**config.mk**
```make
export PLATFORM = sky130hd
export DESIGN_NAME = swc_config
export DESIGN_NICKNAME = d
export VERILOG_FILES = /design/src/rtl/swc_pkg.sv /design/src/rtl/swc_regif.sv /design/src/rtl/swc_id_bank.sv /design/src/rtl/swc_config.sv
export SDC_FILE = /design/constraint.sdc
export NUM_CORES = 1
export LEC_CHECK = 0
export BUFFER_PORTS_ARGS = -buffer_cell sky130_fd_sc_hd__buf_2
export CAP_MARGIN = 30
export CORE_ASPECT_RATIO = 1.1
export CORE_MARGIN = 1
export CORE_UTILIZATION = 53
export DETAILED_ROUTE_END_ITERATION = 16
export PLACE_DENSITY_LB_ADDON = 0.12
export SYNTH_ARGS = -nofsm -noshare
export SYNTH_HDL_FRONTEND = slang
export SYNTH_SLANG_ARGS = --single-unit
export TNS_END_PERCENT = 5
```
**constraint.sdc**
```tcl
create_clock -name clk -period 1.9 [get_ports clk]
set_clock_uncertainty 0.15 [all_clocks]
set_input_delay 0.38 -clock clk [delete_from_list [all_inputs] [get_ports clk]]
set_output_delay 0.38 -clock clk [all_outputs]
set_load 0.01 [all_outputs]
```
**src/rtl/swc_pkg.sv**
```systemverilog
/*
 * Package for the selective-wake configuration bank: register addresses,
 * field positions, reset values and the unlock code.
 * Assumes an 8-bit register port with 7-bit addresses from the serial front end.
 */
package swc_pkg;
    localparam logic [6:0] ADDR_CTRL     = 7'h20;
    localparam logic [6:0] ADDR_QUANTA   = 7'h21;
    localparam logic [6:0] ADDR_SAMPLE   = 7'h22;
    localparam logic [6:0] ADDR_ID_HIGH  = 7'h23;
    localparam logic [6:0] ADDR_ID_MIDH  = 7'h24;
    localparam logic [6:0] ADDR_ID_MIDL  = 7'h25;
    localparam logic [6:0] ADDR_ID_LOW   = 7'h26;
    localparam logic [6:0] ADDR_OPTION   = 7'h30;

    localparam int         CTRL_CAL_BIT  = 7;
    localparam int         CTRL_UNL_HI   = 6;
    localparam int         CTRL_UNL_LO   = 5;
    localparam int         CTRL_MASK_BIT = 4;
    localparam int         CTRL_VAL_BIT  = 0;
    localparam logic [1:0] UNLOCK_CODE   = 2'h3;

    localparam logic [7:0] CTRL_RST      = 8'h00;
    localparam logic [7:0] QUANTA_RST    = 8'ha0;
    localparam logic [5:0] SAMPLE_RST    = 6'h33;
    localparam logic [7:0] ID_RST        = 8'h00;
    localparam logic [7:0] OPTION_RST    = 8'h00;
    localparam logic [7:0] SAMPLE_MASK   = 8'h3f;
    localparam logic [7:0] IDLOW_MASK    = 8'h7f;
    localparam logic [7:0] CTRL_RD_MASK  = 8'hf1;
endpackage

```
**src/rtl/swc_regif.sv**
```systemverilog
/*
 * Interface carrying one register access from the top to the storage bank.
 * Assumes both ends share clk.
 */
`timescale 1ns/10ps
interface swc_regif;
    logic       wrEn;
    logic [6:0] addr;
    logic [7:0] wdata;
    logic [7:0] rdata;
    modport master (output wrEn, output addr, output wdata, input rdata);
    modport slave  (input wrEn, input addr, input wdata, output rdata);
endinterface

```
**src/rtl/swc_id_bank.sv**
```systemverilog
/*
 * Storage of the four expected-identifier bytes, registered read data.
 * Assumes one access per cycle from the parent.
 */
`timescale 1ns/10ps
module swc_id_bank
    import swc_pkg::*;
(
    input  wire logic  clk,
    input  wire logic  rst_n,
    input  wire logic  restart,
    input  wire logic  softReset,
    swc_regif.slave    bus,
    output logic [31:0] identWord
);
    logic [7:0] mem_r [4];

    function automatic logic [1:0] slotOf(input logic [6:0] a);
        slotOf = 2'(a - ADDR_ID_HIGH);
    endfunction

    function automatic logic inRange(input logic [6:0] a);
        inRange = (a >= ADDR_ID_HIGH) && (a <= ADDR_ID_LOW);
    endfunction

    genvar g;
    generate
        for (g = 0; g < 4; g++) begin : gSlot
            always_ff @(posedge clk or negedge rst_n) begin
                if (!rst_n) begin
                    mem_r[g] <= ID_RST;
                end else if (softReset) begin
                    mem_r[g] <= ID_RST;
                end else if (restart && g == 3) begin
                    mem_r[g] <= mem_r[g] & IDLOW_MASK;
                end else if (bus.wrEn && inRange(bus.addr) && slotOf(bus.addr) == 2'(g)) begin
                    mem_r[g] <= (g == 3) ? (bus.wdata & IDLOW_MASK) : bus.wdata;
                end
            end
        end
    endgenerate

    always_ff @(posedge clk or negedge rst_n) begin
        if (!rst_n) begin
            bus.rdata <= 8'h00;
        end else begin
            bus.rdata <= inRange(bus.addr) ? mem_r[slotOf(bus.addr)] : 8'h00;
        end
    end

    assign identWord = {mem_r[0], mem_r[1], mem_r[2], mem_r[3]};
endmodule

```
**src/rtl/swc_config.sv**
```systemverilog
/*
 * Selective-wake configuration bank: control, bit timing, identifier and
 * option registers, with valid-flag housekeeping and time-out interrupt.
 * Assumes a serial front end on clk presenting one-cycle write strobes and
 * read addresses; read data appear one cycle after the address.
 */
`timescale 1ns/10ps
module swc_config
    import swc_pkg::*;
(
    input  wire logic        clk,
    input  wire logic        rst_n,
    input  wire logic        softReset,
    input  wire logic        restart,
    input  wire logic        regWrite,
    input  wire logic [6:0]  regAddr,
    input  wire logic [7:0]  regWdata,
    output logic      [7:0]  regRdata,
    input  wire logic        wakeUpEvent,
    input  wire logic        busTimeoutEvent,
    input  wire logic        modeNormalOrStop,
    input  wire logic        busTransmitInput,
    output logic             oscCalActive,
    output logic             oscTrimRef,
    output logic             trimUnlocked,
    output logic             selectiveWakeEnable,
    output logic             busTimeoutFlag,
    output logic             interrupt_out_n,
    output logic      [7:0]  quantaPerBit,
    output logic      [5:0]  samplePointFraction,
    output logic      [28:0] identExpected,
    output logic      [10:0] identStandard,
    output logic             remoteRequest,
    output logic             identExtended,
    output logic      [7:0]  wakeOptionReg
);
    logic       oscCal_r;
    logic [1:0] unlock_r;
    logic       toMask_r;
    logic       cfgValid_r;
    logic [7:0] quanta_r;
    logic [5:0] sample_r;
    logic [7:0] option_r;
    logic       toFlag_r;
    logic       irq_r;
    logic [7:0] rdLocal_r;
    logic [31:0] identWord;
    logic       cfgChange;
    logic       ctrlWrite;
    logic       txSync1_r;
    logic       txSync2_r;

    swc_regif idBus ();
    assign idBus.wrEn  = regWrite;
    assign idBus.addr  = regAddr;
    assign idBus.wdata = regWdata;

    swc_id_bank uIdBank (
        .clk       (clk),
        .rst_n     (rst_n),
        .restart   (restart),
        .softReset (softReset),
        .bus       (idBus),
        .identWord (identWord)
    );

    assign ctrlWrite = regWrite && regAddr == ADDR_CTRL;
    assign cfgChange = regWrite && ((regAddr >= ADDR_QUANTA && regAddr <= ADDR_ID_LOW)
                       || (regAddr == ADDR_OPTION && trimUnlocked));

    // Control register fields
    always_ff @(posedge clk or negedge rst_n) begin
        if (!rst_n) begin
            {oscCal_r, unlock_r, toMask_r} <= CTRL_RST[7:4];
        end else if (softReset) begin
            {oscCal_r, unlock_r, toMask_r} <= CTRL_RST[7:4];
        end else if (restart) begin
            {oscCal_r, unlock_r, toMask_r} <= {oscCal_r, unlock_r, toMask_r};
        end else if (ctrlWrite) begin
            oscCal_r <= regWdata[CTRL_CAL_BIT];
            unlock_r <= regWdata[CTRL_UNL_HI:CTRL_UNL_LO];
            toMask_r <= regWdata[CTRL_MASK_BIT];
        end
    end

    // Valid flag: clear by hardware wins over host set
    always_ff @(posedge clk or negedge rst_n) begin
        if (!rst_n) begin
            cfgValid_r <= 1'b0;
        end else if (softReset || restart) begin
            cfgValid_r <= 1'b0;
        end else if (wakeUpEvent || cfgChange) begin
            cfgValid_r <= 1'b0;
        end else if (ctrlWrite) begin
            cfgValid_r <= regWdata[CTRL_VAL_BIT];
        end
    end

    always_ff @(posedge clk or negedge rst_n) begin
        if (!rst_n) begin
            quanta_r <= QUANTA_RST;
            sample_r <= SAMPLE_RST;
        end else if (softReset) begin
            quanta_r <= QUANTA_RST;
            sample_r <= SAMPLE_RST;
        end else if (regWrite && regAddr == ADDR_QUANTA) begin
            quanta_r <= regWdata;
        end else if (regWrite && regAddr == ADDR_SAMPLE) begin
            sample_r <= regWdata[5:0];
        end
    end

    always_ff @(posedge clk or negedge rst_n) begin
        if (!rst_n) begin
            option_r <= OPTION_RST;
        end else if (softReset) begin
            option_r <= OPTION_RST;
        end else if (regWrite && regAddr == ADDR_OPTION && trimUnlocked) begin
            option_r <= regWdata;
        end
    end

    // Time-out flag follows events only while wake is enabled; set wins
    always_ff @(posedge clk or negedge rst_n) begin
        if (!rst_n) begin
            toFlag_r <= 1'b0;
        end else if (selectiveWakeEnable && modeNormalOrStop && busTimeoutEvent) begin
            toFlag_r <= 1'b1;
        end else if (softReset) begin
            toFlag_r <= 1'b0;
        end else if (selectiveWakeEnable && !busTimeoutEvent) begin
            toFlag_r <= 1'b0;
        end
    end

    always_ff @(posedge clk or negedge rst_n) begin
        if (!rst_n) begin
            irq_r <= 1'b0;
        end else begin
            irq_r <= toMask_r && selectiveWakeEnable && modeNormalOrStop
                     && busTimeoutEvent;
        end
    end

    always_ff @(posedge clk or negedge rst_n) begin
        if (!rst_n) begin
            txSync1_r <= 1'b0;
            txSync2_r <= 1'b0;
        end else begin
            txSync1_r <= busTransmitInput;
            txSync2_r <= txSync1_r;
        end
    end

    always_ff @(posedge clk or negedge rst_n) begin
        if (!rst_n) begin
            rdLocal_r <= 8'h00;
        end else begin
            case (regAddr)
                ADDR_CTRL:   rdLocal_r <= {oscCal_r, unlock_r, toMask_r, 3'h0, cfgValid_r};
                ADDR_QUANTA: rdLocal_r <= quanta_r;
                ADDR_SAMPLE: rdLocal_r <= {2'h0, sample_r};
                ADDR_OPTION: rdLocal_r <= option_r;
                default:     rdLocal_r <= 8'h00;
            endcase
        end
    end

    assign trimUnlocked        = unlock_r == UNLOCK_CODE;
    assign oscCalActive        = oscCal_r && trimUnlocked;
    assign oscTrimRef          = oscCalActive & txSync2_r;
    assign selectiveWakeEnable = cfgValid_r;
    assign busTimeoutFlag      = toFlag_r;
    assign interrupt_out_n     = ~irq_r;
    assign quantaPerBit        = quanta_r;
    assign samplePointFraction = sample_r;
    assign identExpected       = {identWord[31:8], identWord[6:2]};
    assign identStandard       = identExpected[28:18];
    assign remoteRequest       = identWord[1];
    assign identExtended       = identWord[0];
    assign wakeOptionReg       = option_r;

    // Identifier bytes come registered from the bank, zero elsewhere
    assign regRdata = rdLocal_r | idBus.rdata;

    valid_clear_a: assert property (@(posedge clk) disable iff (!rst_n)
        (wakeUpEvent || cfgChange) |=> !cfgValid_r)
        else $error("valid flag not cleared");
    option_lock_a: assert property (@(posedge clk) disable iff (!rst_n)
        (regWrite && regAddr == ADDR_OPTION && !trimUnlocked && !softReset)
        |=> $stable(option_r))
        else $error("locked option write took effect");
    irq_gate_a: assert property (@(posedge clk) disable iff (!rst_n)
        !interrupt_out_n |-> $past(toMask_r) && $past(cfgValid_r))
        else $error("interrupt without mask or enable");
    irq_fire_a: assert property (@(posedge clk) disable iff (!rst_n)
        (toMask_r && cfgValid_r && modeNormalOrStop && busTimeoutEvent) |=> !interrupt_out_n)
        else $error("time-out interrupt missing");
    ctrl_resv_a: assert property (@(posedge clk) disable iff (!rst_n)
        $past(regAddr) == ADDR_CTRL |-> regRdata[3:1] == 3'h0)
        else $error("reserved control bits not zero");
    restart_keep_a: assert property (@(posedge clk) disable iff (!rst_n)
        (restart && !softReset) |=> $stable(toMask_r) && $stable(unlock_r) && !cfgValid_r)
        else $error("restart handling wrong");
    cal_unlock_a: assert property (@(posedge clk) disable iff (!rst_n)
        oscCalActive |-> unlock_r == 2'h3 && oscCal_r)
        else $error("calibration active while locked");
    soft_reset_a: assert property (@(posedge clk) disable iff (!rst_n)
        softReset |=> quanta_r == 8'ha0 && sample_r == 6'h33)
        else $error("timing reset values wrong");

    // Control writes and lock handling
    cal_write_a: assert property (@(posedge clk) disable iff (!rst_n)
        (ctrlWrite && !softReset && !restart)
        |=> oscCal_r == $past(regWdata[CTRL_CAL_BIT]))
        else $error("calibration bit not written");
    unlock_set_a: assert property (@(posedge clk) disable iff (!rst_n)
        (ctrlWrite && !softReset && !restart
         && regWdata[CTRL_UNL_HI:CTRL_UNL_LO] == UNLOCK_CODE)
        |=> trimUnlocked)
        else $error("unlock code not taken");
    relock_a: assert property (@(posedge clk) disable iff (!rst_n)
        (ctrlWrite && !softReset && !restart
         && regWdata[CTRL_UNL_HI:CTRL_UNL_LO] != UNLOCK_CODE)
        |=> !trimUnlocked)
        else $error("other unlock value left unlocked");
    option_write_a: assert property (@(posedge clk) disable iff (!rst_n)
        (regWrite && regAddr == ADDR_OPTION && trimUnlocked && !softReset)
        |=> wakeOptionReg == $past(regWdata))
        else $error("unlocked option write lost");
    mask_write_a: assert property (@(posedge clk) disable iff (!rst_n)
        (ctrlWrite && !softReset && !restart)
        |=> toMask_r == $past(regWdata[CTRL_MASK_BIT]))
        else $error("mask bit not written");
    valid_set_a: assert property (@(posedge clk) disable iff (!rst_n)
        (ctrlWrite && regWdata[CTRL_VAL_BIT] && !wakeUpEvent && !softReset && !restart)
        |=> selectiveWakeEnable)
        else $error("valid flag not set by host");
    soft_ctrl_a: assert property (@(posedge clk) disable iff (!rst_n)
        softReset
        |=> {oscCal_r, unlock_r, toMask_r, cfgValid_r} == 4'h0)
        else $error("control not cleared by soft reset");

    // Interrupt and time-out flag gating
    irq_masked_a: assert property (@(posedge clk) disable iff (!rst_n)
        !toMask_r
        |=> interrupt_out_n)
        else $error("masked time-out raised interrupt");
    irq_mode_a: assert property (@(posedge clk) disable iff (!rst_n)
        !modeNormalOrStop
        |=> interrupt_out_n)
        else $error("interrupt outside normal or stop");
    irq_enable_a: assert property (@(posedge clk) disable iff (!rst_n)
        !cfgValid_r
        |=> interrupt_out_n)
        else $error("interrupt with wake disabled");
    flag_frozen_a: assert property (@(posedge clk) disable iff (!rst_n)
        (!cfgValid_r && !softReset)
        |=> $stable(busTimeoutFlag))
        else $error("time-out flag moved while disabled");
    flag_set_a: assert property (@(posedge clk) disable iff (!rst_n)
        (cfgValid_r && modeNormalOrStop && busTimeoutEvent)
        |=> busTimeoutFlag)
        else $error("time-out flag not raised");

    // Timing and identifier storage
    quanta_write_a: assert property (@(posedge clk) disable iff (!rst_n)
        (regWrite && regAddr == ADDR_QUANTA && !softReset)
        |=> quantaPerBit == $past(regWdata))
        else $error("quanta write lost");
    sample_write_a: assert property (@(posedge clk) disable iff (!rst_n)
        (regWrite && regAddr == ADDR_SAMPLE && !softReset)
        |=> samplePointFraction == $past(regWdata[5:0]))
        else $error("sample point write lost");
    sample_resv_a: assert property (@(posedge clk) disable iff (!rst_n)
        $past(regAddr) == ADDR_SAMPLE
        |-> regRdata[7:6] == 2'h0)
        else $error("reserved sample bits not zero");
    ident_resv_a: assert property (@(posedge clk) disable iff (!rst_n)
        $past(regAddr) == ADDR_ID_LOW
        |-> !regRdata[7])
        else $error("reserved identifier bit not zero");
    ident_read_a: assert property (@(posedge clk) disable iff (!rst_n)
        ($past(regAddr) == ADDR_ID_HIGH && !$past(regWrite) && !$past(softReset))
        |-> regRdata == identExpected[28:21])
        else $error("identifier high byte read wrong");
    ident_low_a: assert property (@(posedge clk) disable iff (!rst_n)
        (regWrite && regAddr == ADDR_ID_LOW && !softReset && !restart)
        |=> identExpected[4:0] == $past(regWdata[6:2]))
        else $error("identifier low bits misplaced");
    ext_bit_a: assert property (@(posedge clk) disable iff (!rst_n)
        (regWrite && regAddr == ADDR_ID_LOW && !softReset && !restart)
        |=> identExtended == $past(regWdata[0]))
        else $error("extension bit not written");
endmodule

```
# After elaboration in Yosys (flattened, before gate mapping)
# Cells that the tools add are included.
# totals
register_bits	79
wordCells	113
input_bits	24
output_inout_bits	78
# op_classes
n_reduce_logical	40
n_lt_le_gt_ge	4
mux	36
addsub	1
n_bitwise	4
n_eq_ne	10
# ops
op	count
$mux W8	16
$pmux W8 S4	1
$eq A7 B6 Y1 const B	4
$logic_and A1 B1 Y1	21
$mux W6	3
$bmux W8 S2	1
$reduce_bool A2 Y1	8
$ge A7 B6 Y1 const B	2
$mux W1	12
$reduce_bool A3 Y1	3
$or A8 B8 Y8	1
$le A7 B6 Y1 const B	1
$eq A2 B2 Y1 const B	3
$mux W2	3
$reduce_and A2 Y1	3
$ne A2 B2 Y1 const B	2
$ge A3 B3 Y1 const B	1
$logic_or A1 B1 Y1	3
$not A2 Y3	1
$eq A2 B1 Y1 const B	1
$logic_not A2 Y1	1
$sub A2 B2 Y2 const B	1
$and A1 B1 Y1	1
$logic_not A1 Y1	1
$not A1 Y1	1

# Depth between registers and ports, before layout
# Gate-level depths: netlist (run 1).
# logic_depth
ltp_word	7
ltp_mapped	8
mapped_depth_nobuf	6

# Cells and area by module
# A second synthesis (run 1) with hierarchy kept.
# hier_totals
cells_unflattened	339
area_unflattened_um2	3940.0
# by_module_without_submodules
module	instances	seq_area_each_um2	area_per_inst_um2	cells_per_inst
swc_id_bank	1	975.9	2030.7	160
swc_config	1	983.4	1909.3	179

# Worst setup path after synthesis (run 1)
# No wires, ideal clock.
# synth_path
kind	input to register
start	input regAddr[0]
end	register uIdBank.bus.rdata[7]
path_buffers	2
cell_stages	7
arrival_ns	2.077
setup_ns	0.147
setup_slack_ns	-0.474
t_required_ns	1.603
cell_sequence	clkbuf_1 inv_1 ha_1 and3_1 buf_2 o21ai_0 nor2_1
# synth_between
elab_chain_cells	6
word_cells_on_any_way	9
cone_classes	1 x add/sub; 2 x order compare; 4 x mux; 1 x bitwise; 1 x reduce/logical
# synth_rtl
element	line_no	rtl
start: declaration	swc_config.sv:16	input wire logic [6:0] regAddr,
$sub A2 B2 Y2	swc_id_bank.sv:19	slotOf = 2'(a - ADDR_ID_HIGH);
$not A2 Y3 (implied by the code)	swc_id_bank.sv:47	bus.rdata <= inRange(bus.addr) ? mem_r[slotOf(bus.addr)] : 8'h00;
$bmux W8 S2	swc_id_bank.sv:47	
$mux W8 (implied by the code) (2 in series)	swc_id_bank.sv:47	
$mux W8 *	swc_id_bank.sv:47	
end signal: assignment	swc_id_bank.sv:47	
end: declaration	swc_regif.sv:12	modport slave (input wrEn, input addr, input wdata, output rdata);
# Mark *: on every way between the ends. The rest lies on a longest branch, timed or not. The select of a mux whose other input is x is not followed.
# A chain may end at the register's enable or synchronous reset.

# Worst setup path in the final report (run 1)
# layout_path
start	input regAddr[6]
end	register rdLocal_r[0]
# layout_between
elab_chain_cells	2
word_cells_on_any_way	5
cone_classes	4 x eq/ne; 1 x mux
# layout_rtl
element	line_no	rtl
$eq A7 B6 Y1	swc_config.sv:159	case (regAddr)
$pmux W8 S4 *	swc_config.sv:159	
end signal: assignment	swc_config.sv:160	ADDR_CTRL: rdLocal_r <= {oscCal_r, unlock_r, toMask_r, 3'h0, cfgValid_r};
end signal: assignment	swc_config.sv:161	ADDR_QUANTA: rdLocal_r <= quanta_r;
end signal: assignment	swc_config.sv:162	ADDR_SAMPLE: rdLocal_r <= {2'h0, sample_r};
end: declaration	swc_config.sv:46	logic [7:0] rdLocal_r;
# Mark *: on every way between the ends. The rest lies on a longest branch, timed or not.

==> results of run 1 <==
## area by class of cell
| cell class | instances | area, um^2 | share of cell area [%] |
|---|---|---|---|
| Clock buffer | 9 | 124 | 2.52 |
| Clock inverter | 7 | 145 | 2.95 |
| Inverter | 7 | 26.3 | 0.534 |
| Multi-Input combinational cell | 228 | 1660 | 33.7 |
| Sequential cell | 78 | 1960 | 39.8 |
| Tap cell | 82 | 103 | 2.08 |
| Timing Repair Buffer | 142 | 908 | 18.4 |
## per-stage QoR
stage	TNS, ns	instances	hold slack (ns)	utilization, %
after floorplan	-4.26	340	-0.0656	-
after global placement	-13.00	535	0.163	68.5
after detailed placement	-15.48	535	0.168	68.5
after CTS	0	553	0.0983	72.8
after global routing	0	553	0.135	73.0
final	0	553	0.108	73.0
## worst max path at each step
stage                            from  cells after the start                     end
after CTS                 unlock_r[0]                      3              oscTrimRef
after global routing       regAddr[6]                      7         quantaPerBit[4]
after floorplan            regAddr[4]                      6  samplePointFraction[2]
final                      regAddr[6]                      7            rdLocal_r[0]
after global placement     regAddr[3]                      5  samplePointFraction[2]
after detailed placement   regAddr[6]                      6        wakeOptionReg[7]
## state kept, by name, indices dropped and copies added, names as in the netlist, 2 cells and up
name / count
uIdBank.identWord: 31
quantaPerBit: 8
rdLocal_r: 8
uIdBank.bus.rdata: 8
wakeOptionReg: 8
samplePointFraction: 6
unlock_r: 2
## cells in the final DEF, fill, tap and decap left out, drive strengths merged, types with 8 or more instances in the layout
cell type / instances
buf: 140
dfrtp: 72
nand2: 66
mux2i: 49
nor2: 19
a22oi: 12
nand3: 11
or2: 9
clkbuf: 9
a21oi: 9
nor2b: 8
inv: 8
## cell families (layout without fill, tap and decap cells)
logic type                 count (synthesis)  count (layout)
adders and majority gates                  4               4
DFF                                       78              78
and+or+nand+nor                          133             133
buffers and inverters                     34             165
AOI/OAI and AO/OA                         35              35
muxes                                     56              56
## routing by layer
layer	global-route usage (%)	share of wire, %	up-vias	wire length (um)
li1	-	-	1434	-
met4	9.48	1.8	0	180
met5	0	0	-	0
met2	46.8	51	109	5060
met3	5.15	5.0	18	495
met1	38.5	42	1561	4200
## power breakdown
group | internal, mW | total (mW) | switching (mW) | leakage [nW]
sequential | 1.67 | 1.68 | 0.00822 | 1.06
combinational | 0.128 | 0.314 | 0.186 | 1.53
clock | 1.01 | 1.65 | 0.638 | 0.135
total | 2.81 | 3.65 | 0.832 | 2.73
## worst max-delay path, delay by kind of cell
kind,cells,cell delay [ns]
AOI/OAI and AO/OA,1,0.08
buffers and inverters,3,0.50
and+or+nand+nor,3,0.99
## timing repair
item	4_1_cts	5_1_grt
hold buffers	2	0
buffers inserted	0	0
endpoints found under the hold margin	23	0
gates resized for setup	0	2
endpoints found under the setup margin	0	2
==> flow_results.org, run 1 <==
** Clock tree
- TritonCTS built the clock tree.
- Clock transition at the registers of the reported paths :: 0.09 ns
- Total CTS buffers :: 9
- Num Clock Sinks :: 78
- Clock latency on the worst-skew pair, taken at its later pin, is 0.36 ns.
- The root buffer cell chosen for the clock tree is sky130_fd_sc_hd__clkbuf_8.
- Number of H-tree levels :: 3
- The longest clock path from root to sink contains 2 buffers.

** Die
- Initial core utilization :: between 50% and 60%
- The core region is 0.00675 mm^2.
- Total die area :: 0.00750 mm^2
- The floorplan has 31 rows.
- Number of primary I/O pins :: 102
- DIE WIDTH :: between 80 and 90 um
- The die is 90.7 um tall.

** Global route
- Global routing used 28.9% of the available tracks across all layers.
- Entering global routing, the biggest net connects 33 pins.
- Antenna violations before repair :: 0
- First-pass GRT wire length :: 15800 um
- The via count of the first global-routing pass was slightly above 3000.
- Remaining Overflow, GRT :: 0

** Worst setup path
- The signal on the critical path passes through buf_2, or4b_1, buf_4, nor3b_4, buf_12, a22oi_1, nand2_1.
- R2r startpoint :: unlock_r[0]
- In this design, the stage delay of the slowest critical-path cell is 0.60 ns.
- STA classifies the critical path endpoint as a flip-flop.
- STA classifies the critical path startpoint as a primary input.
- STA puts the critical path data required time at ~2.0 ns.
- Maximum fanout encountered on the critical timing path :: 16
- The endpoint identified for the worst register-to-register timing path is wakeOptionReg[7].
- Crit path max-delay cell type :: sky130_fd_sc_hd__or4b_1
- The setup check on the worst reg-to-reg path leaves a slack of ~0.40 ns.
- The worst setup path is of the in -> reg kind.
- Counting cells, the worst reg-to-reg path comes to 5.
- Data on the critical path arrives at its endpoint at 1.96 ns.

** Run
- Across the run, the number of max-cap violations was 0.

** Timing
- Unrepaired setup endpoints after global routing :: no
- Post-layout worst setup margin :: approximately 0.062 ns
- Period minus WS final :: 1.84 ns
- Tightest slew margin relative to the limit :: 66.5%
- Fmax :: 0.544 GHz
- The total count of hold-check failures in the final report is 0.
- In the finished design, the share of the clock period the worst path needs comes to between 90 and 100%.
- Setup violations remaining at the end of the flow were counted as 0.
- Slew at the pin closest to its max-slew limit :: ~0.50 ns
- The count of final max-slew check failures is 0.

** Routing
- Per-cell via count in the routed design :: 5.65
- Detailed-route wire length :: between 9000 and 10000 um
- Across all layers, the routed design uses 3122 vias.
- In the final routed layout, each cell accounts on average for 18.0 um.
- After the first detailed-routing iteration, the DRC count stood at 210.
- After detailed routing, the number of remaining DRC violations is 0.
- The first detailed-routing pass ran for 4 iterations.
- Post-route ant nets :: 0

** Synthesis
- Summing the areas of all fa, ha and maj instances in the mapped netlist gives 1.32% of the synthesized area.
- Counting flops and latches in the post-synthesis netlist gives 78.
- The synthesized netlist devotes 17.0% of its cell area to simple gates.
- Multiplexer cells account for 17.1% of the synthesized area.
- Post-synthesis cell type with the largest combined area :: sky130_fd_sc_hd__dfrtp_1
- Counting every instance in the synthesized netlist gives 340.
- After synthesis, the share of flip-flops with an asynchronous set or reset is 100%.
- Post-synth EDFFs :: 0
- The netlist uses 45 different library cells.
- Number of warnings issued by yosys :: 0
- Predominant post-synthesis flop cell :: sky130_fd_sc_hd__dfrtp_1
- Of the total synthesized cell area, the portion taken by XOR and XNOR cells is 0%.
- Leading cell types by count after synthesis :: 72 x sky130_fd_sc_hd__dfrtp_1, 66 x sky130_fd_sc_hd__nand2_1, 49 x sky130_fd_sc_hd__mux2i_1
- Main combinational cell family by area after synthesis :: multiplexers
- The share of synthesized area in the top cell type comes to 47.5%.
- Syn nets :: 368
- Summed instance area of the synthesized netlist :: 0.00379 mm^2
- A synthesized cell averages 11.2 um^2.
- Compound-Gate Fraction of Synth Area :: 7.88%
- Sequential cells were found to cover between 50% and 60% of the synthesized design area.
- In the post-synthesis netlist, the biggest area contributors are sky130_fd_sc_hd__dfrtp_1 47%, sky130_fd_sc_hd__mux2i_1 13%, sky130_fd_sc_hd__nand2_1 6.5%.
- Most common cell in the synthesized netlist :: sky130_fd_sc_hd__dfrtp_1

** Placement
- Total placed instance area :: 0.00462 mm^2
- Routability congestion estimate from global placement :: 0.852
- PortBufs :: 101
- Detailed placement HPWL :: 7160 um
- OpenSTA, run right after detailed placement, puts the worst setup slack at -0.286 ns.

** Finish
- The final layout contains around 490 nets.
- Of the cells placed in the final design, the portion with a size suffix greater than 1 is a little over 40%.
- From synthesis to final layout, the design area changed by 29.8%.
- The number of antenna diodes in the final layout is 0.
- After routing the design area is 0.00492 mm^2.
- Fill cells in the final layout number 523.

** Power and ir drop
- For this design the static power due to leakage is 2.73 nW.
- For this design the ratio of total power to cell area is 740 mW/mm^2.
- Worst VDD drop :: 0.586 mV
- Total power for the finished layout comes to 3.65 mW.

** Status
- The flow ran to the end, and the final reports show no timing, DRC or antenna violations.

** Hold path
- Hold Path Stages :: 3
- The tightest min-delay check is of the in -> reg type.
- Worst Min Path Start :: busTimeoutEvent
- Worst hold endpoint :: busTimeoutFlag
No activity file was read; power rests on OpenSTA's default activity.
==> run 2, diff against run 1 <==
--- a/config.mk
+++ b/config.mk
@@ -7,9 +7,10 @@
 export LEC_CHECK = 0
 export BUFFER_PORTS_ARGS = -buffer_cell sky130_fd_sc_hd__buf_2
 export CAP_MARGIN = 30
-export CORE_ASPECT_RATIO = 1.1
+export CELL_PAD_IN_SITES_DETAIL_PLACEMENT = 1
+export CELL_PAD_IN_SITES_GLOBAL_PLACEMENT = 2
 export CORE_MARGIN = 1
-export CORE_UTILIZATION = 53
+export CORE_UTILIZATION = 30
 export DETAILED_ROUTE_END_ITERATION = 16
 export PLACE_DENSITY_LB_ADDON = 0.12
 export SYNTH_ARGS = -nofsm -noshare
==> constraint.sdc (replaced) <==
create_clock -name clk -period 1.6 [get_ports clk]
set_clock_uncertainty 0.15 [all_clocks]
set_input_delay 0.32 -clock clk [delete_from_list [all_inputs] [get_ports clk]]
set_output_delay 0.32 -clock clk [all_outputs]
set_load 0.01 [all_outputs]
==> flow_results.org, run 2 (synthesis gave the netlist of run 1 again) <==
** Status
- Status :: finished, violations left
- Violations in the final reports :: setup timing

** Die
- Y dimension of the die :: between 100 and 150 um
- Pin placement for this block handled between 100 and 150 I/O pins.
- DIE WIDTH :: between 100 and 150 um
- The total area inside the core boundary comes to 0.0122 mm^2.
- Num rows :: 40
- Initial core utilization :: a little under a third
- The floorplan step defined a die boundary enclosing 0.0131 mm^2.

** Routing
- Total length of routed met2 wires :: 5760 um
- Detailed-route wire length :: 12000 um
- Using the TritonRoute via totals, the vias-per-cell ratio works out to 4.83.
- The first detailed-routing pass took 4 iterations.
- Residual DRC :: 0
- Top metal layer carrying routed signals :: met4
- Wire segments on met3 add up to 403 um in the final route.
- Via total after detailed routing :: 3133
- Detailed-routing wirelength on met1 :: 5620 um
- After the first detailed-routing iteration, the DRC count stood at ~130.
- In this run the remaining antenna-violating nets after routing total 0.
- After detailed routing, the average wire length per cell comes to about 18 um.

** Clock tree
- TritonCTS built the clock tree.
- Clock latency on the worst-skew pair, taken at its later pin, is 0.33 ns.
- Counting every sink on the clock net gives between 70 and 80.
- The H-tree was split into 3 levels.
- Clock tree root driver cell :: sky130_fd_sc_hd__clkbuf_16
- Clock transition at the registers of the reported paths :: around 0.06 ns
- TritonCTS created 9 clock buffers.
- Maximum number of buffers from clock root to sink :: 2

** Worst setup path
- Of all nets on the critical path, the largest fanout is 7.
- Data arrives at the worst endpoint at 1.81 ns.
- Critical path required time :: 1.66 ns
- Crit start category :: primary input
- The critical path in this run is classified as in -> reg.
- STA classifies the critical path endpoint as a flip-flop.

** Timing
- Period minus WS final :: 1.75 ns
- Slew at the pin closest to its max-slew limit :: 0.428 ns
- The count of final max-slew check failures is 0.
- Fin Setup TNS :: -2.33 ns
- Post-layout worst setup margin :: -0.149 ns
- Of the available clock period, the critical path in the final layout requires 109%.
- Setup violations remaining at the end of the flow were counted as between 50 and 60.
- Tightest slew margin relative to the limit :: 71.5%
- Unrepaired setup endpoints after global routing :: yes
- Derived from the worst setup path, the maximum achievable clock frequency is 0.572 GHz.
- The total count of hold-check failures in the final report was 0.

** Placement
- Total placed instance area :: 0.00481 mm^2
- Routability congestion estimate from global placement :: 0.771
- DP Cell Count :: 628
- Summed over all nets, the half-perimeter wirelength after detailed placement is 8700 um.
- PortBufs :: 101
- At the placement stage, the worst setup path has a slack of -0.555 ns.

** Power and ir drop
- For this design the ratio of total power to cell area is 860 mW/mm^2.
- For this design the static power due to leakage is 2.81 nW.
- Part of the power in registers :: 43.3%
- Cell internal power was estimated by the tool at 3.54 mW.
- VDD sags by at most 0.455 mV.
- Switching power as a share of total power :: 23.2%
- The completed layout was analyzed and its total power is 4.61 mW.
- Of the total power, the clock network draws 47.2%.
- Summed over all nets, the switching power comes to 1.07 mW.
- Combinational logic is responsible for 9.5% of the overall power.

** Hold path
- The worst hold path belongs to the class in -> reg.

** Run
- The tool flagged a number of max-cap violations equal to 0.

** Finish
- Cell area after layout :: about 0.0054 mm^2
- Max reg flops :: 31
- Fraction of layout instances using a drive strength above 1 :: 42.7%
- In the layout the commonest cells are 87 x sky130_fd_sc_hd__buf_2, 72 x sky130_fd_sc_hd__dfrtp_1, 66 x sky130_fd_sc_hd__nand2_1, 48 x sky130_fd_sc_hd__mux2i_1, 35 x sky130_fd_sc_hd__buf_4.
- From synthesis to final layout, the design area changed by 41.3%.
- Filler-free cell count of the finished design :: between 600 and 700
- Leading cell type in the layout, fill and taps excluded :: sky130_fd_sc_hd__buf_2
- Final net count :: 503
- 0 antenna diodes ended up in the layout.

** Global route
- Number of global-route vias before repair :: 3289
- First-pass GRT wire length :: 19000 um
- Global-route usage over all layers :: 19.7%
- Remaining Overflow, GRT :: 0
- Largest net degree at the start of global routing :: 30
- Antenna violations before repair :: 0
run 2: changes by cell type in the layout (fill, tap and decap cells not counted), sizes merged:
cell and change:
bufinv -2, inv -1, clkinv +1, clkbuf +1, buf +9, clkinvlp +1
run 2: final cells by class:
| class | count | area, um^2 |
|---|---|---|
| Sequential cell | 78 | 1960 |
| Inverter | 7 | 26.3 |
| Fill cell | 1371 | 6800 |
| Clock buffer | 10 | 229 |
| Multi-Input combinational cell | 228 | 1740 |
| Tap cell | 168 | 210 |
| Timing Repair Buffer | 151 | 1110 |
| Clock inverter | 6 | 86.3 |
run 2: critical path, cell delays in order:
cell and delay (ns):
sky130_fd_sc_hd__buf_8 0.10, sky130_fd_sc_hd__or4b_4 0.53, sky130_fd_sc_hd__or4_4 0.59, sky130_fd_sc_hd__mux2i_1 0.19, sky130_fd_sc_hd__nor2_1 0.07
run 2: final timing paths:
kind / startpoint / endpoint / slack [ns] / cells past startpoint
min reg2reg: txSync1_r / txSync2_r / 0.20 / 0
max in group asynchronous: rst_n / samplePointFraction[0] / 0.43 / 3
max reg2reg: unlock_r[1] / wakeOptionReg[1] / 0.19 / 5
min: busTimeoutEvent / busTimeoutFlag / 0.08 / 3
max: regAddr[6] / samplePointFraction[3] / -0.15 / 5
min in group asynchronous: rst_n / wakeOptionReg[3] / 0.31 / 2
run 2: per-stage QoR:
stage | util (%) | hold WS, ns
after floorplan | - | -0.126
after global placement | 39.5 | 0.133
after detailed placement | 39.5 | 0.140
after CTS | 43.6 | 0.0643
after global routing | 44.1 | 0.105
final | 44.1 | 0.0769
run 2: power by group through the flow:
stage | registers [mW] | clock network, mW | logic [mW]
2_1_floorplan | 2.03 | 0 | 0.156
3_3_place_gp | 2.03 | 0 | 0.399
3_5_place_dp | 2.03 | 0 | 0.404
4_1_cts | 2.00 | 2.25 | 0.434
5_1_grt | 2.00 | 2.32 | 0.476
6_report | 2.00 | 2.18 | 0.437
run 2: routing by layer:
| layer | vias to the layer above | GRT usage [%] |
|---|---|---|
| li1 | 1452 | - |
| met1 | 1599 | 27.4 |
| met2 | 71 | 31.4 |
| met3 | 11 | 2.22 |
| met4 | 0 | 7.45 |
| met5 | - | 0 |
run 2: what timing repair did:
item / in CTS / in global routing
buffers inserted: 0 / 2
hold buffers: 2 / 0
endpoints found under the hold margin: 22 / 0
setup endpoints to repair: 76 / 74
resized for setup: 36 / 11
pin swaps: 18 / 4
==> run 3, diff against run 2 <==
--- a/config.mk
+++ b/config.mk
@@ -10,7 +10,8 @@
 export CELL_PAD_IN_SITES_DETAIL_PLACEMENT = 1
 export CELL_PAD_IN_SITES_GLOBAL_PLACEMENT = 2
 export CORE_MARGIN = 1
-export CORE_UTILIZATION = 30
+export CORE_UTILIZATION = 31
+export CTS_BUF_LIST = sky130_fd_sc_hd__clkbuf_4 sky130_fd_sc_hd__clkbuf_8
 export DETAILED_ROUTE_END_ITERATION = 16
 export PLACE_DENSITY_LB_ADDON = 0.12
 export SYNTH_ARGS = -nofsm -noshare
==> flow_results.org, run 3 (synthesis gave the netlist of run 1 again) <==
** Routing
- Residual DRC :: 1
- Summed over all layers, the routed wires come to 12000 um.
- Once detail routing completed, the nets flagged for antenna violations numbered 0.
- After detailed routing, the number of vias per cell comes to between 5 and 6.
- Wire per inst :: 19.0 um
- Via total after detailed routing :: 3169
- The first detailed-routing pass ran for 10 iterations.
- DRT iter0 DRCs :: approximately 120

** Die
- The initial utilization of the core area, before any placement, comes to 31.7%.
- The floorplan has 40 rows.
- Core outline area :: 0.0120 mm^2
- The floorplan step set the die width to 113 um.
- The floorplan step set the die height to about 110 um.
- Pin placement for this block handled 102 I/O pins.
- Total die area :: 0.0127 mm^2

** Worst setup path
- Category of the critical setup timing path :: reg -> out
- Element type at the critical path end :: output port
- The worst setup path is launched from a flip-flop.
- Launching instance or port of the critical path :: unlock_r[1]
- Termination of the worst setup path :: oscTrimRef
- Maximum fanout encountered on the critical timing path :: 2
- Worst r2r dst :: wakeOptionReg[7]
- For the worst setup path, the data required time is between 1 and 1.5 ns.
- STA puts the critical path data arrival time at 1.19 ns.
- R2r startpoint :: unlock_r[1]
- The number of cells on the worst reg-to-reg path is 6.
- Flop2flop setup slack :: 0.02 ns

** Power and ir drop
- Cell internal pwr :: 2.96 mW
- Net switching is 25.9% of the power.
- Pwr dens :: 749 mW/mm^2
- The share of total power dissipated in sequential elements is 49.8%.
- For this design the total switching power over the nets is 1.04 mW.
- Worst VDD drop :: 0.524 mV
- Summed over all cells, the static leakage comes to 2.82 nW.
- The clock network burns around 40% of the power.
- Fraction of power consumed by combinational cells :: 11.1%

** Timing
- The total count of hold-check failures in the final report came to 0.
- Fmax :: 0.601 GHz
- Subtracting the final worst setup slack from the clock period gives 1.66 ns.
- In the post-route analysis, the smallest setup slack over all paths is -0.0643 ns.
- Tightest slew margin relative to the limit :: 75.7%
- Period Utilization, post-route :: 104%
- Unrepaired setup endpoints after global routing :: yes
- Setup violations remaining at the end of the flow were counted as 33.
- The count of final max-slew check failures is 0.
- At the pin with the least slew margin, the transition time is 0.364 ns.

** Finish
- Fill cell instance count of the final layout :: 1343
- The post-route netlist has 46.4% of its cells at a drive strength greater than 1.
- From synthesis to final layout, the design area changed by 40.7%.
- Multi-input combinational cell area :: 0.00180 mm^2
- The repair_antennas step left the layout with diodes totalling 0.
- After the flow finishes, the layout carries non-filler instances totaling 630.
- Leaving out fill and tap cells, the most frequent cell in the layout is sky130_fd_sc_hd__buf_2.
- Most frequent cells in the layout :: 87 x sky130_fd_sc_hd__buf_2, 72 x sky130_fd_sc_hd__dfrtp_1, 65 x sky130_fd_sc_hd__nand2_1, 49 x sky130_fd_sc_hd__mux2i_1, 32 x sky130_fd_sc_hd__buf_4
- Once layout is complete, the utilization of the core stands at 44.6%.
- The net count of the finished layout is 506.
- Max reg flops :: 31
- Register Area :: between 0.0015 and 0.002 mm^2

** Clock tree
- Maximum number of buffers from clock root to sink :: 2
- The tree is rooted in a sky130_fd_sc_hd__clkbuf_8.
- The number of clock buffers added by TritonCTS is 9.
- Number of H-tree levels :: 3
- After clock tree synthesis, the clock-pin slew on the worst setup and hold paths is approximately 0.080 ns.
- Num Clock Sinks :: 78
- TritonCTS built the clock tree.
- Clock network latency to the later pin of the worst-skew pair :: 0.37 ns

** Run
- The tool flagged a number of max-cap violations equal to 0.

** Global route
- The via count of the first global-routing pass was 3420.
- Global-route usage over all layers :: 20.2%
- Entering global routing, the biggest net connects 43 pins.
- Antenna violations before repair :: 0
- Global routing finished with a remaining overflow of 0.
- The first global-routing pass estimated between 15000 and 20000 um of wire.

** Hold path
- Path class of the lowest-slack min-delay path :: in -> reg

** Placement
- Routability-driven placement finished with a final weighted congestion of between 0.8 and 0.9.
- Detailed placement HPWL :: around 8600 um
- Counting tap cells, the placed design contains a total of 607 instances.
- The count of buffers added on input and output ports is 101.

** Status
- The checks that failed: DRC, setup timing.
- The flow ran to the end, but the final reports show violations.
[run 3: cell count changes in the layout (fill, tap and decap cells not counted), moves of 3 or more]
| cell | change |
|---|---|
| sky130_fd_sc_hd__buf_6 | +6 |
| sky130_fd_sc_hd__a21oi_1 | -4 |
| sky130_fd_sc_hd__nand3_1 | -5 |
| sky130_fd_sc_hd__clkbuf_16 | -9 |
| sky130_fd_sc_hd__a21oi_2 | +4 |
| sky130_fd_sc_hd__clkbuf_8 | +10 |
| sky130_fd_sc_hd__ha_4 | +3 |
| sky130_fd_sc_hd__nand3_2 | +5 |
| sky130_fd_sc_hd__buf_4 | -3 |
[run 3: critical path, stage by stage, from the launching register on]
cell	delay, ns
sky130_fd_sc_hd__dfrtp_1	0.41
sky130_fd_sc_hd__and3_4	0.18
sky130_fd_sc_hd__and2_4	0.13
sky130_fd_sc_hd__buf_6	0.11
[run 3: metal layers]
layer	GRT usage [%]	wire length, um	up-vias
li1	-	-	1458
met1	25.3	5230	1604
met4	5.87	179	0
met2	34.2	5960	92
met5	0	0	-
met3	5.45	622	15
[run 3: power groups by stage]
stage / logic, mW / clock network [mW] / registers (mW)
2_1_floorplan: 0.156 / 0 / 2.03
3_3_place_gp: 0.401 / 0 / 2.03
3_5_place_dp: 0.403 / 0 / 2.03
4_1_cts: 0.444 / 1.60 / 1.99
5_1_grt: 0.483 / 1.68 / 2.00
6_report: 0.446 / 1.56 / 1.99
[run 3: repair_timing]
action	4_1_cts	5_1_grt
hold endpoints to repair	73	0
pin swaps	16	16
resized for setup	53	20
hold buffers	2	0
setup endpoints to repair	73	66
buffers inserted	4	0
gates cloned	1	0
[run 3: final cells by class]
type | count | area share, %
repair buffers | 154 | 21.7
flip-flops and latches | 78 | 36.7
clock inverters | 5 | 1.08
multi-input cells | 228 | 33.8
well taps | 147 | 3.45
inverters | 7 | 0.586
clock buffers | 11 | 2.72
[run 3: worst min path at each step]
stage | from | to | cells after the start
2_1_floorplan | rst_n | busTimeoutFlag | 0
3_3_place_gp | rst_n | uIdBank.identWord[22] | 1
3_5_place_dp | rst_n | uIdBank.identWord[22] | 1
4_1_cts | busTimeoutEvent | busTimeoutFlag | 3
5_1_grt | busTimeoutEvent | busTimeoutFlag | 3
6_report | busTimeoutEvent | busTimeoutFlag | 3
[run 3: per-stage QoR]
step	setup slack, ns	hold WS [ns]	TNS [ns]	cell area [um^2]	power, mW
2_1_floorplan	-0.424	-0.126	-19.07	3810	2.19
3_3_place_gp	-0.504	0.0117	-31.35	4780	2.43
3_5_place_dp	-0.537	0.0109	-33.46	4780	2.44
4_1_cts	-0.0964	0.0314	-0.496	5260	4.04
5_1_grt	-0.112	0.0374	-2.64	5340	4.16
6_report	-0.0643	0.0503	-0.735	5340	4.00
